--- src/design/pa_boost_defs.svh ---
// Offsets, field positions, reset values and timing counts of the boost control block
`ifndef PA_BOOST_DEFS_SVH
`define PA_BOOST_DEFS_SVH
`define PA_BOOST_CONTROL_ADDR 8'h3B
`define PA_BOOST_CONTROL_RESET 8'h24
`define STATE_LSB 0
`define STATE_MSB 2
`define EXIT_LSB 3
`define EXIT_MSB 5
`define VSEL_LSB 6
`define VSEL_MSB 7
`define STATE_OFF 3'h4
`define STATE_ON 3'h7
`define VSEL_4V2 2'h0
`define VSEL_5V0 2'h2
`define CLK_HZ 25000000
`define SOFT_START_US 4000
`define SOFT_START_CYCLES ((`SOFT_START_US * (`CLK_HZ / 1000000)))
`endif

--- src/design/pa_boost_pkg.sv ---
// Types shared by the boost control block
package pa_boost_pkg;
    typedef struct packed {
        logic [1:0] output_voltage_select;
        logic [2:0] standby_exit_state_field;
        logic [2:0] output_state_field;
    } control_reg_t;
    typedef struct packed {
        logic over_current;
        logic short_circuit;
        logic over_voltage;
        logic under_voltage;
    } fault_in_t;
    typedef enum logic [1:0] {
        REG_OFF,
        REG_SOFT_START,
        REG_RUN,
        REG_LATCHED
    } reg_state_t;
endpackage

--- src/design/pa_boost_fault_and_control.sv ---
// Control register and fault supervision of the amplifier boost regulator
// How it works
// - Fault flag set at enable until output ready
// - Over-current: switch off, flag, cycle limiting
// - Current back below limit clears by itself
// - Short: regulator off, isolation off, flag set
// - Short latched until host re-enables
// - Short detection masked during soft start
// - Soft start ends after four milliseconds
// - Over-voltage shuts regulator, sets flag
// - Over-voltage latched until host re-enables
// - Standby exit copies bits 5:3 if valid
// - Register at 0x3B, reset 0x24
`include "pa_boost_defs.svh"
`timescale 1ns/100ps
`default_nettype none
module pa_boost_fault_and_control #(
    parameter int SOFT_START_CYCLES = `SOFT_START_CYCLES
) (
    input wire logic clk_sys,
    input wire logic rst_n,
    input wire logic [7:0] reg_addr,
    input wire logic reg_wr,
    input wire logic [7:0] reg_wdata,
    output logic [7:0] reg_rdata,
    input wire logic standby_exit_pin,
    input wire logic over_current_in,
    input wire logic short_circuit_in,
    input wire logic over_voltage_in,
    input wire logic under_voltage_in,
    output logic regulator_enable,
    output logic switch_gate_enable,
    output logic isolation_switch,
    output logic boost_fault_flag,
    output logic select_5v0
);
    localparam logic [23:0] SS_LAST = 24'(SOFT_START_CYCLES - 1);

    // ---------------------------------
    // Pin synchronisers
    // ---------------------------------
    logic exit_lvl;
    logic oc_lvl;
    logic sc_lvl;
    logic ov_lvl;
    logic uv_lvl;
    pin_sync u_exit (.clk_sys(clk_sys), .rst_n(rst_n), .pin(standby_exit_pin), .level(exit_lvl));
    pin_sync u_oc (.clk_sys(clk_sys), .rst_n(rst_n), .pin(over_current_in), .level(oc_lvl));
    pin_sync u_sc (.clk_sys(clk_sys), .rst_n(rst_n), .pin(short_circuit_in), .level(sc_lvl));
    pin_sync u_ov (.clk_sys(clk_sys), .rst_n(rst_n), .pin(over_voltage_in), .level(ov_lvl));
    pin_sync u_uv (.clk_sys(clk_sys), .rst_n(rst_n), .pin(under_voltage_in), .level(uv_lvl));

    pa_boost_pkg::fault_in_t flt;
    assign flt = '{over_current: oc_lvl, short_circuit: sc_lvl, over_voltage: ov_lvl, under_voltage: uv_lvl};

    // ---------------------------------
    // Control register
    // ---------------------------------
    pa_boost_pkg::control_reg_t ctrl_q;
    pa_boost_pkg::control_reg_t ctrl_d;
    logic exit_prev_q;
    logic exit_prev_d;
    logic host_write;
    logic exit_rise;
    logic [2:0] copy_val;

    assign host_write = reg_wr && (reg_addr == `PA_BOOST_CONTROL_ADDR);
    assign exit_rise = exit_lvl && !exit_prev_q;
    assign copy_val = ctrl_q.standby_exit_state_field;

    always_comb
    begin
        ctrl_d = ctrl_q;
        exit_prev_d = exit_lvl;
        if (host_write)
        begin
            ctrl_d = pa_boost_pkg::control_reg_t'(reg_wdata);
        end
        else if (exit_rise && copy_val[2])
        begin
            ctrl_d.output_state_field = copy_val;
        end
    end

    always_ff @(posedge clk_sys)
    begin
        if (!rst_n)
        begin
            ctrl_q <= pa_boost_pkg::control_reg_t'(`PA_BOOST_CONTROL_RESET);
            exit_prev_q <= 1'b0;
        end
        else
        begin
            ctrl_q <= ctrl_d;
            exit_prev_q <= exit_prev_d;
        end
    end

    // Only value 7 runs the regulator; other codes hold it off
    logic want_on;
    assign want_on = (ctrl_q.output_state_field == `STATE_ON);

    // ---------------------------------
    // Regulator sequencer
    // ---------------------------------
    pa_boost_pkg::reg_state_t st_q;
    pa_boost_pkg::reg_state_t st_d;
    logic [23:0] ss_cnt_q;
    logic [23:0] ss_cnt_d;
    logic on_prev_q;
    logic enable_edge;

    assign enable_edge = want_on && !on_prev_q;

    always_comb
    begin
        st_d = st_q;
        ss_cnt_d = ss_cnt_q;
        unique case (st_q)
            pa_boost_pkg::REG_OFF:
            begin
                ss_cnt_d = 24'h000000;
                if (enable_edge)
                begin
                    st_d = pa_boost_pkg::REG_SOFT_START;
                end
            end
            pa_boost_pkg::REG_SOFT_START:
            begin
                ss_cnt_d = ss_cnt_q + 24'h000001;
                if (!want_on)
                begin
                    st_d = pa_boost_pkg::REG_OFF;
                end
                else if (flt.over_voltage)
                begin
                    st_d = pa_boost_pkg::REG_LATCHED;
                end
                else if (ss_cnt_q == SS_LAST)
                begin
                    st_d = pa_boost_pkg::REG_RUN;
                end
            end
            pa_boost_pkg::REG_RUN:
            begin
                if (!want_on)
                begin
                    st_d = pa_boost_pkg::REG_OFF;
                end
                else if (flt.short_circuit || flt.over_voltage)
                begin
                    st_d = pa_boost_pkg::REG_LATCHED;
                end
            end
            pa_boost_pkg::REG_LATCHED:
            begin
                if (enable_edge)
                begin
                    st_d = pa_boost_pkg::REG_SOFT_START;
                end
                ss_cnt_d = 24'h000000;
            end
        endcase
    end

    always_ff @(posedge clk_sys)
    begin
        if (!rst_n)
        begin
            st_q <= pa_boost_pkg::REG_OFF;
            ss_cnt_q <= 24'h000000;
            on_prev_q <= 1'b0;
        end
        else
        begin
            st_q <= st_d;
            ss_cnt_q <= ss_cnt_d;
            on_prev_q <= want_on;
        end
    end

    // ---------------------------------
    // Outputs
    // ---------------------------------
    logic running_d;
    logic fault_d;
    logic [7:0] rdata_d;
    always_comb
    begin
        running_d = (st_d == pa_boost_pkg::REG_SOFT_START) || (st_d == pa_boost_pkg::REG_RUN);
        // Flag held through ramp and latched shutdown; over-current and under-voltage flags clear when the fault goes
        fault_d = (st_d == pa_boost_pkg::REG_LATCHED) || (st_d == pa_boost_pkg::REG_SOFT_START)
            || (running_d && (flt.over_current || flt.under_voltage));
        rdata_d = (reg_addr == `PA_BOOST_CONTROL_ADDR) ? ctrl_d : 8'h00;
    end

    always_ff @(posedge clk_sys)
    begin
        if (!rst_n)
        begin
            regulator_enable <= 1'b0;
            switch_gate_enable <= 1'b0;
            isolation_switch <= 1'b0;
            boost_fault_flag <= 1'b0;
            select_5v0 <= 1'b0;
            reg_rdata <= 8'h00;
        end
        else
        begin
            regulator_enable <= running_d;
            switch_gate_enable <= running_d && !flt.over_current;
            isolation_switch <= running_d;
            boost_fault_flag <= fault_d;
            select_5v0 <= (ctrl_d.output_voltage_select == `VSEL_5V0);
            reg_rdata <= rdata_d;
        end
    end
endmodule
`default_nettype wire

--- src/design/pin_sync.sv ---
// Three-flop synchroniser with agreement filter for one pin
`timescale 1ns/100ps
`default_nettype none
module pin_sync (
    input wire logic clk_sys,
    input wire logic rst_n,
    input wire logic pin,
    output logic level
);
    logic [2:0] sync_q;
    logic [2:0] sync_d;
    logic level_q;
    logic level_d;

    always_comb
    begin
        sync_d = {sync_q[1:0], pin};
        level_d = (sync_q[2] == sync_q[1]) ? sync_q[2] : level_q;
    end

    always_ff @(posedge clk_sys)
    begin
        if (!rst_n)
        begin
            sync_q <= 3'h0;
            level_q <= 1'b0;
        end
        else
        begin
            sync_q <= sync_d;
            level_q <= level_d;
        end
    end

    assign level = level_q;
endmodule
`default_nettype wire

--- config.mk ---
export PLATFORM = sky130hd
export DESIGN_NAME = pa_boost_fault_and_control
export DESIGN_NICKNAME = d
export VERILOG_FILES = /design/src/design/pa_boost_pkg.sv /design/src/design/pa_boost_fault_and_control.sv /design/src/design/pin_sync.sv
export VERILOG_INCLUDE_DIRS = /design/src /design/src/design
export SDC_FILE = /design/constraint.sdc
export NUM_CORES = 1
export LEC_CHECK = 0
export BUFFER_PORTS_ARGS = -buffer_cell sky130_fd_sc_hd__buf_4
export CAP_MARGIN = 15
export CORE_MARGIN = 1.5
export CORE_UTILIZATION = 52
export CTS_CLUSTER_SIZE = 16
export DETAILED_ROUTE_END_ITERATION = 8
export GPL_TIMING_DRIVEN = 0
export PLACE_DENSITY = 0.73
export REMOVE_ABC_BUFFERS = 1
export SYNTH_ARGS = -nofsm -noshare
export SYNTH_HDL_FRONTEND = slang
export SYNTH_SLANG_ARGS = --single-unit
--- constraint.sdc ---
create_clock -name clk_sys -period 3.3 [get_ports clk_sys]
set_input_delay 0.165 -clock clk_sys [delete_from_list [all_inputs] [get_ports clk_sys]]
set_output_delay 0.165 -clock clk_sys [all_outputs]
set_load 0.02 [all_outputs]
==> results.yml, run 1 <==
drt:
  dr.pass1.iters: 4
  wl_um: 4980
  drtIter0Drc: 63
  avgRoutedWirePerCell_um: 12.3
  drc_errors: 0
  postRouteAntennaNets: 0
  drt-vias-per-instance: 5.31
  vias: 2154
hold_path:
  hp-start: "over_voltage_in"
  whs_endpoint: "u_ov.sync_q[0]"
  min_path_type: "primary input to flip-flop"
  whs_path_depth: 2
cts:
  postCtsSetupBuffers: 0
  ctsHoldBuffers: 0
  cts-resized-gates: 0
  cts.sinks: 68
  cts_buffers: 9
  htree_levels: 3
  cts_tree: "yes"
  clock_path_buffers: 2
  clock-root-buffer: "clkbuf_8"
  clock_latency_ns: 0.34
  clk_pin_slew_ns: 0.07
yosys:
  synthCells: 293
  synth-main-ff-cell: "dfxtp_1"
  ys_warn_count: 0
  async_flop_share: 0
  netlist.area_leader.share: 0.496
  yosysTopAreaCell: "dfxtp_1"
  synth_area_um2: 2750
  synth.top_cells.by_count: "dfxtp_1, nor2_1, a21oi_1"
  ys_types: 47
  ys_top_cells_by_area: "dfxtp_1, nor2_1, and2_1, a21oi_1, mux2i_1"
  yosysMostFrequentCell: "dfxtp_1"
  post_synth.cell_area_avg_um2: 9.37
  synth_edf_count: 0
  synth.yosys.seq_area_share: 0.496
  ys_ff_latch: 68
floorplanning:
  dieArea_um2: 5720
  placementRows: 26
  io_pins: 37
  die_h_um: 75.7
  initial_core_util: 0.537
  die_w_um: 75.7
  fp.coreArea_um2: 5110
place:
  placed_cell_area_um2: 3060
  dpl.hpwl_um: 3540
  place_inst: 390
  numPortBuffers: 36
  gp_congestion: 0.810
critical_path:
  required_ns: 3.56
  r2r_start: "ss_cnt_q[0]"
  reg2reg_depth: 7
  crit_type: "flip-flop to flip-flop"
  rr_endpoint: "boost_fault_flag"
  crit_fanout: 5
  critPathArrivalTime_ns: 2.96
  end_kind: "flip-flop"
  rrSetupSlack_ns: 0.60
  critPathLaunchType: "flip-flop"
grt:
  grt_max_degree: 24
  grt_pass1_wl_um: 8180
  grt-ovfl-total: 0
  grt.total_usage: 0.193
  grt_pass1_vias: 1848
  antenna_found_initial: 0
cells_and_area:
  fin_area_um2: 3260
  areaGrowthSynthToFinish_pct: 18.7
  diodes: 0
  final_core_util: 0.638
  nets: 361
  drive_gt1_frac: 0.179
  fin_cells: 406
sta:
  rsz0062_at_grt: "false"
  finalSetupViolations: 0
  finalCritPeriodShare: 0.820
  worstMarginPinSlew_ns: 0.733
  hold_violations: 0
  fin_hold_ws_ns: 0.0312
  skew_ns: 0.00648
  tns_ns: 0
  fmax_mhz: 370
  layout_min_cycle_time_ns: 2.70
  finalMaxSlewViolations: 0
  max_slew_margin: 0.511
power:
  peakVddDrop_v: 0.000413
  p_leak_nw: 1.29
  power_density_nw_per_um2: 473
outcome:
  status: "complete, no violations"
flow_run:
  cap_violations: 0
routing by layer:
metal  wire length [µm]  vias up  global-route usage
met2               2260       34               0.292
li1                   -     1111                   -
met5                  0        -                   0
met4                 89        0              0.0774
met1               2430     1001               0.254
met3                196        8              0.0635
per-stage QoR:
| step | total power [mW] | setup WS [ns] |
|---|---|---|
| final | 1.54 | 0.595 |
| after floorplan | 0.860 | 0.926 |
| after global routing | 1.60 | 0.382 |
| after global placement | 0.886 | 0.671 |
| after detailed placement | 0.887 | 0.609 |
| after CTS | 1.56 | 0.591 |
worst max-delay path by stage:
stage,startpoint,to,slack [ns],cells after the start
5_1_grt,ss_cnt_q[0],boost_fault_flag,0.38,7
2_1_floorplan,ss_cnt_q[0],boost_fault_flag,0.93,7
3_3_place_gp,ss_cnt_q[0],boost_fault_flag,0.67,7
4_1_cts,ss_cnt_q[0],boost_fault_flag,0.59,7
6_report,ss_cnt_q[0],boost_fault_flag,0.60,7
3_5_place_dp,ss_cnt_q[0],boost_fault_flag,0.61,7
kinds of logic (layout without fill, tap and decap cells):
group,count (synthesis),after routing,synth area share
simple gates,133,133,0.273
flops,68,68,0.496
compound gates,50,50,0.108
buf+inv,15,58,0.0251
xor+xnor,12,12,0.0383
mux,9,9,0.0328
fa+ha+maj,6,6,0.0273
worst max-delay path, cell delays in order (launching register included):
cell and delay [ns]:
dfxtp_1 0.44, ha_1 0.23, or4b_2 0.60, nor4_2 0.46, o21ai_0 0.24, ha_1 0.36, o21bai_1 0.16, a21oi_1 0.14
power by group:
group	switching, mW	internal (mW)
registers	0.00263	0.828
logic	0.0136	0.0235
clock network	0.305	0.368
total	0.321	1.22
cell usage in the layout (no fill, tap or decap), types with 2 or more instances in the layout:
cell,Yosys,routed
a211oi_1,2,2
a21oi_1,19,19
and2_1,18,18
and3_1,5,5
and4_1,2,2
and4b_1,3,3
buf_4,1,36
clkbuf_8,0,10
clkinv_2,0,2
clkinvlp_4,0,2
dfxtp_1,68,68
ha_1,6,6
inv_1,5,5
mux2i_1,9,9
nand2_1,18,18
nand2b_1,2,2
nand3_1,10,10
nand3b_1,2,2
nand4_1,8,8
nor2_1,35,35
nor2b_1,2,2
nor3_1,3,3
nor4_1,5,5
o21a_1,5,5
o21ai_0,13,13
o21bai_1,2,2
o31ai_1,4,4
or3_1,6,6
or4_1,5,5
xnor2_1,6,6
xor2_1,6,6
cell type report:
cell class	instances	area, µm²
clock buffer	10	138
clock inverter	6	63.8
fill	452	1850
inverter	6	22.5
multi-input combinational	210	1320
sequential	68	1360
tap	70	87.6
timing repair buffer	36	270
sequential cells by signal, summed over array words and instances, names as in the netlist:
register and count:
st_q 2, exit_prev_q 1, u_ov.level 1, ss_cnt_q 24, u_uv.sync_q 3, u_exit.sync_q 3, isolation_switch 1, select_5v0 1
switch_gate_enable 1, u_exit.level 1, u_oc.sync_q 3, u_oc.level 1, reg_rdata 8, u_ov.sync_q 3, boost_fault_flag 1, u_sc.level 1
copy_val 3, ctrl_q 5, on_prev_q 1, u_uv.level 1, u_sc.sync_q 3
No activity file was read; power rests on OpenSTA's default activity.
==> inputs of run 2 (changes only) <==
==> constraint.sdc (replaced) <==
create_clock -name clk_sys -period 2.5 [get_ports clk_sys]
set_input_delay 0.125 -clock clk_sys [delete_from_list [all_inputs] [get_ports clk_sys]]
set_output_delay 0.125 -clock clk_sys [all_outputs]
set_load 0.02 [all_outputs]
==> results.yml, run 2 (synthesized netlist as in run 1, its figures left out) <==
outcome:
  status: "complete, no violations"
drt:
  postRouteAntennaNets: 0
  highest_layer: "met4"
  route.met3.wl_um: 178
  wl_met1_um: 2520
  routed-wl-met2_um: 2340
  avgRoutedWirePerCell_um: 12.4
  drtIter0Drc: 68
  wl_um: 5110
  drt-vias-per-instance: 5.26
  drc_errors: 0
  dr.pass1.iters: 4
  vias: 2172
sta:
  fin_ws_ns: 0.186
  finalSetupViolations: 0
  finalCritPeriodShare: 0.925
  hold_violations: 0
  skew_ns: 0.00675
  max_slew_margin: 0.512
  finalMaxSlewViolations: 0
  layout_min_cycle_time_ns: 2.31
  fin_hold_ws_ns: 0.0242
  rsz0062_at_grt: "false"
  fmax_mhz: 432
  worstMarginPinSlew_ns: 0.732
grt:
  grt.total_usage: 0.195
  antenna_found_initial: 0
  grt_max_degree: 24
  grt-ovfl-total: 0
  grt_pass1_vias: 1870
  grt_pass1_wl_um: 8280
place:
  dpl.hpwl_um: 3540
  place_ws_ns: -0.191
  placed_cell_area_um2: 3060
  gp_congestion: 0.810
  place_inst: 390
  numPortBuffers: 36
hold_path:
  min_path_type: "primary input to flip-flop"
cells_and_area:
  fin_area_um2: 3350
  diodes: 0
  drive_gt1_frac: 0.192
  fin_cells: 413
  fill_cells: 427
  nets: 368
  largest-register: "ss_cnt_q"
  final_core_util: 0.655
  largest_reg_flops: 24
  layout.cells.most_common: "dfxtp_1"
  final_cell_mix: "dfxtp_1, buf_4, nor2_1, a21oi_1"
  top_regs: "ss_cnt_q x24, reg_rdata x8, ctrl_q x5"
  areaGrowthSynthToFinish_pct: 21.9
power:
  p_leak_nw: 1.32
  netSwitchingFraction: 0.208
  power_density_nw_per_um2: 608
  p_seq_frac: 0.538
  power_switching_mw: 0.423
  p_int_mw: 1.61
  pwr-share-clk: 0.435
  peakVddDrop_v: 0.000544
  p_comb_frac: 0.027
critical_path:
  crit_type: "flip-flop to flip-flop"
  crit_fanout: 4
  critPathLaunchType: "flip-flop"
  crit_family: "simple AND/OR/NAND/NOR gates"
  path_buf_inv: 1
  critical_path.slowest_cell: "or4b_4"
  critPathArrivalTime_ns: 2.56
  critPathMaxStageDelay_ns: 0.48
  end_kind: "flip-flop"
  path_cells: "ha_2 -> or4b_4 -> nor4_4 -> o21ai_2 -> ha_1 -> buf_4 -> nor3_1"
  required_ns: 2.75
floorplanning:
  die_h_um: 75.7
  initial_core_util: 0.537
  die_w_um: 75.7
  placementRows: 26
  io_pins: 37
  dieArea_um2: 5720
  fp.coreArea_um2: 5110
cts:
  cts_buffers: 9
  cts_tree: "yes"
  clock_path_buffers: 2
  htree_levels: 3
  clock_latency_ns: 0.34
  clock-root-buffer: "clkbuf_8"
  cts.sinks: 68
  clk_pin_slew_ns: 0.07
flow_run:
  cap_violations: 0
==> run 2: per-stage QoR <==
step                      TNS, ns  total power [mW]
after floorplan                 0              1.13
after global placement     -0.137              1.17
after detailed placement   -0.272              1.17
after CTS                       0              2.07
after global routing            0              2.12
final                           0              2.04
==> run 2: routing by layer <==
metal | track usage | vias up
met5 | 0 | -
met4 | 0.0774 | 0
met3 | 0.0635 | 6
met2 | 0.298 | 32
met1 | 0.256 | 1009
li1 | - | 1125
==> run 2: worst paths after layout <==
| path | from | endpoint | slack [ns] | cells after the start |
|---|---|---|---|---|
| worst max register to register | ss_cnt_q[1] | switch_gate_enable | 0.19 | 7 |
| worst min register to register | u_oc.sync_q[0] | u_oc.sync_q[1] | 0.43 | 1 |
| worst max-delay path | ss_cnt_q[1] | switch_gate_enable | 0.19 | 7 |
| worst min-delay path | reg_wdata[5] | copy_val[2] | 0.02 | 3 |
==> run 2: worst reg2reg max path: cells and delay by family, from the launching register on <==
kind                       cells  cell delay (ns)
adders and majority gates      2             0.53
buffers and inverters          1             0.14
and+or+nand+nor                3             1.05
AOI/OAI and AO/OA              1             0.13
DFF                            1             0.38
==> run 2: what timing repair did <==
item	4_1_cts	5_1_grt
gates cloned	0	0
hold endpoints to repair	5	0
pin swaps	1	2
setup buffers	1	1
resized for setup	1	8
setup endpoints to repair	3	2
hold buffers	5	0
==> run 2: final cells by class <==
| cell class | instances | area [µm²] | area share |
|---|---|---|---|
| timing repair buffer | 43 | 335 | 0.100 |
| clock inverter | 6 | 63.8 | 0.0191 |
| tap | 70 | 87.6 | 0.0262 |
| sequential | 68 | 1370 | 0.408 |
| clock buffer | 10 | 138 | 0.0411 |
| multi-input combinational | 210 | 1330 | 0.399 |
| inverter | 6 | 22.5 | 0.00673 |
==> run 2: power by group through the flow <==
stage | registers [mW] | clock network, mW | logic [mW]
finish | 1.10 | 0.886 | 0.0554
CTS | 1.10 | 0.914 | 0.0561
floorplan | 1.12 | 0 | 0.0145
global route | 1.10 | 0.963 | 0.0610
global placement | 1.12 | 0 | 0.0490
detailed placement | 1.12 | 0 | 0.0497
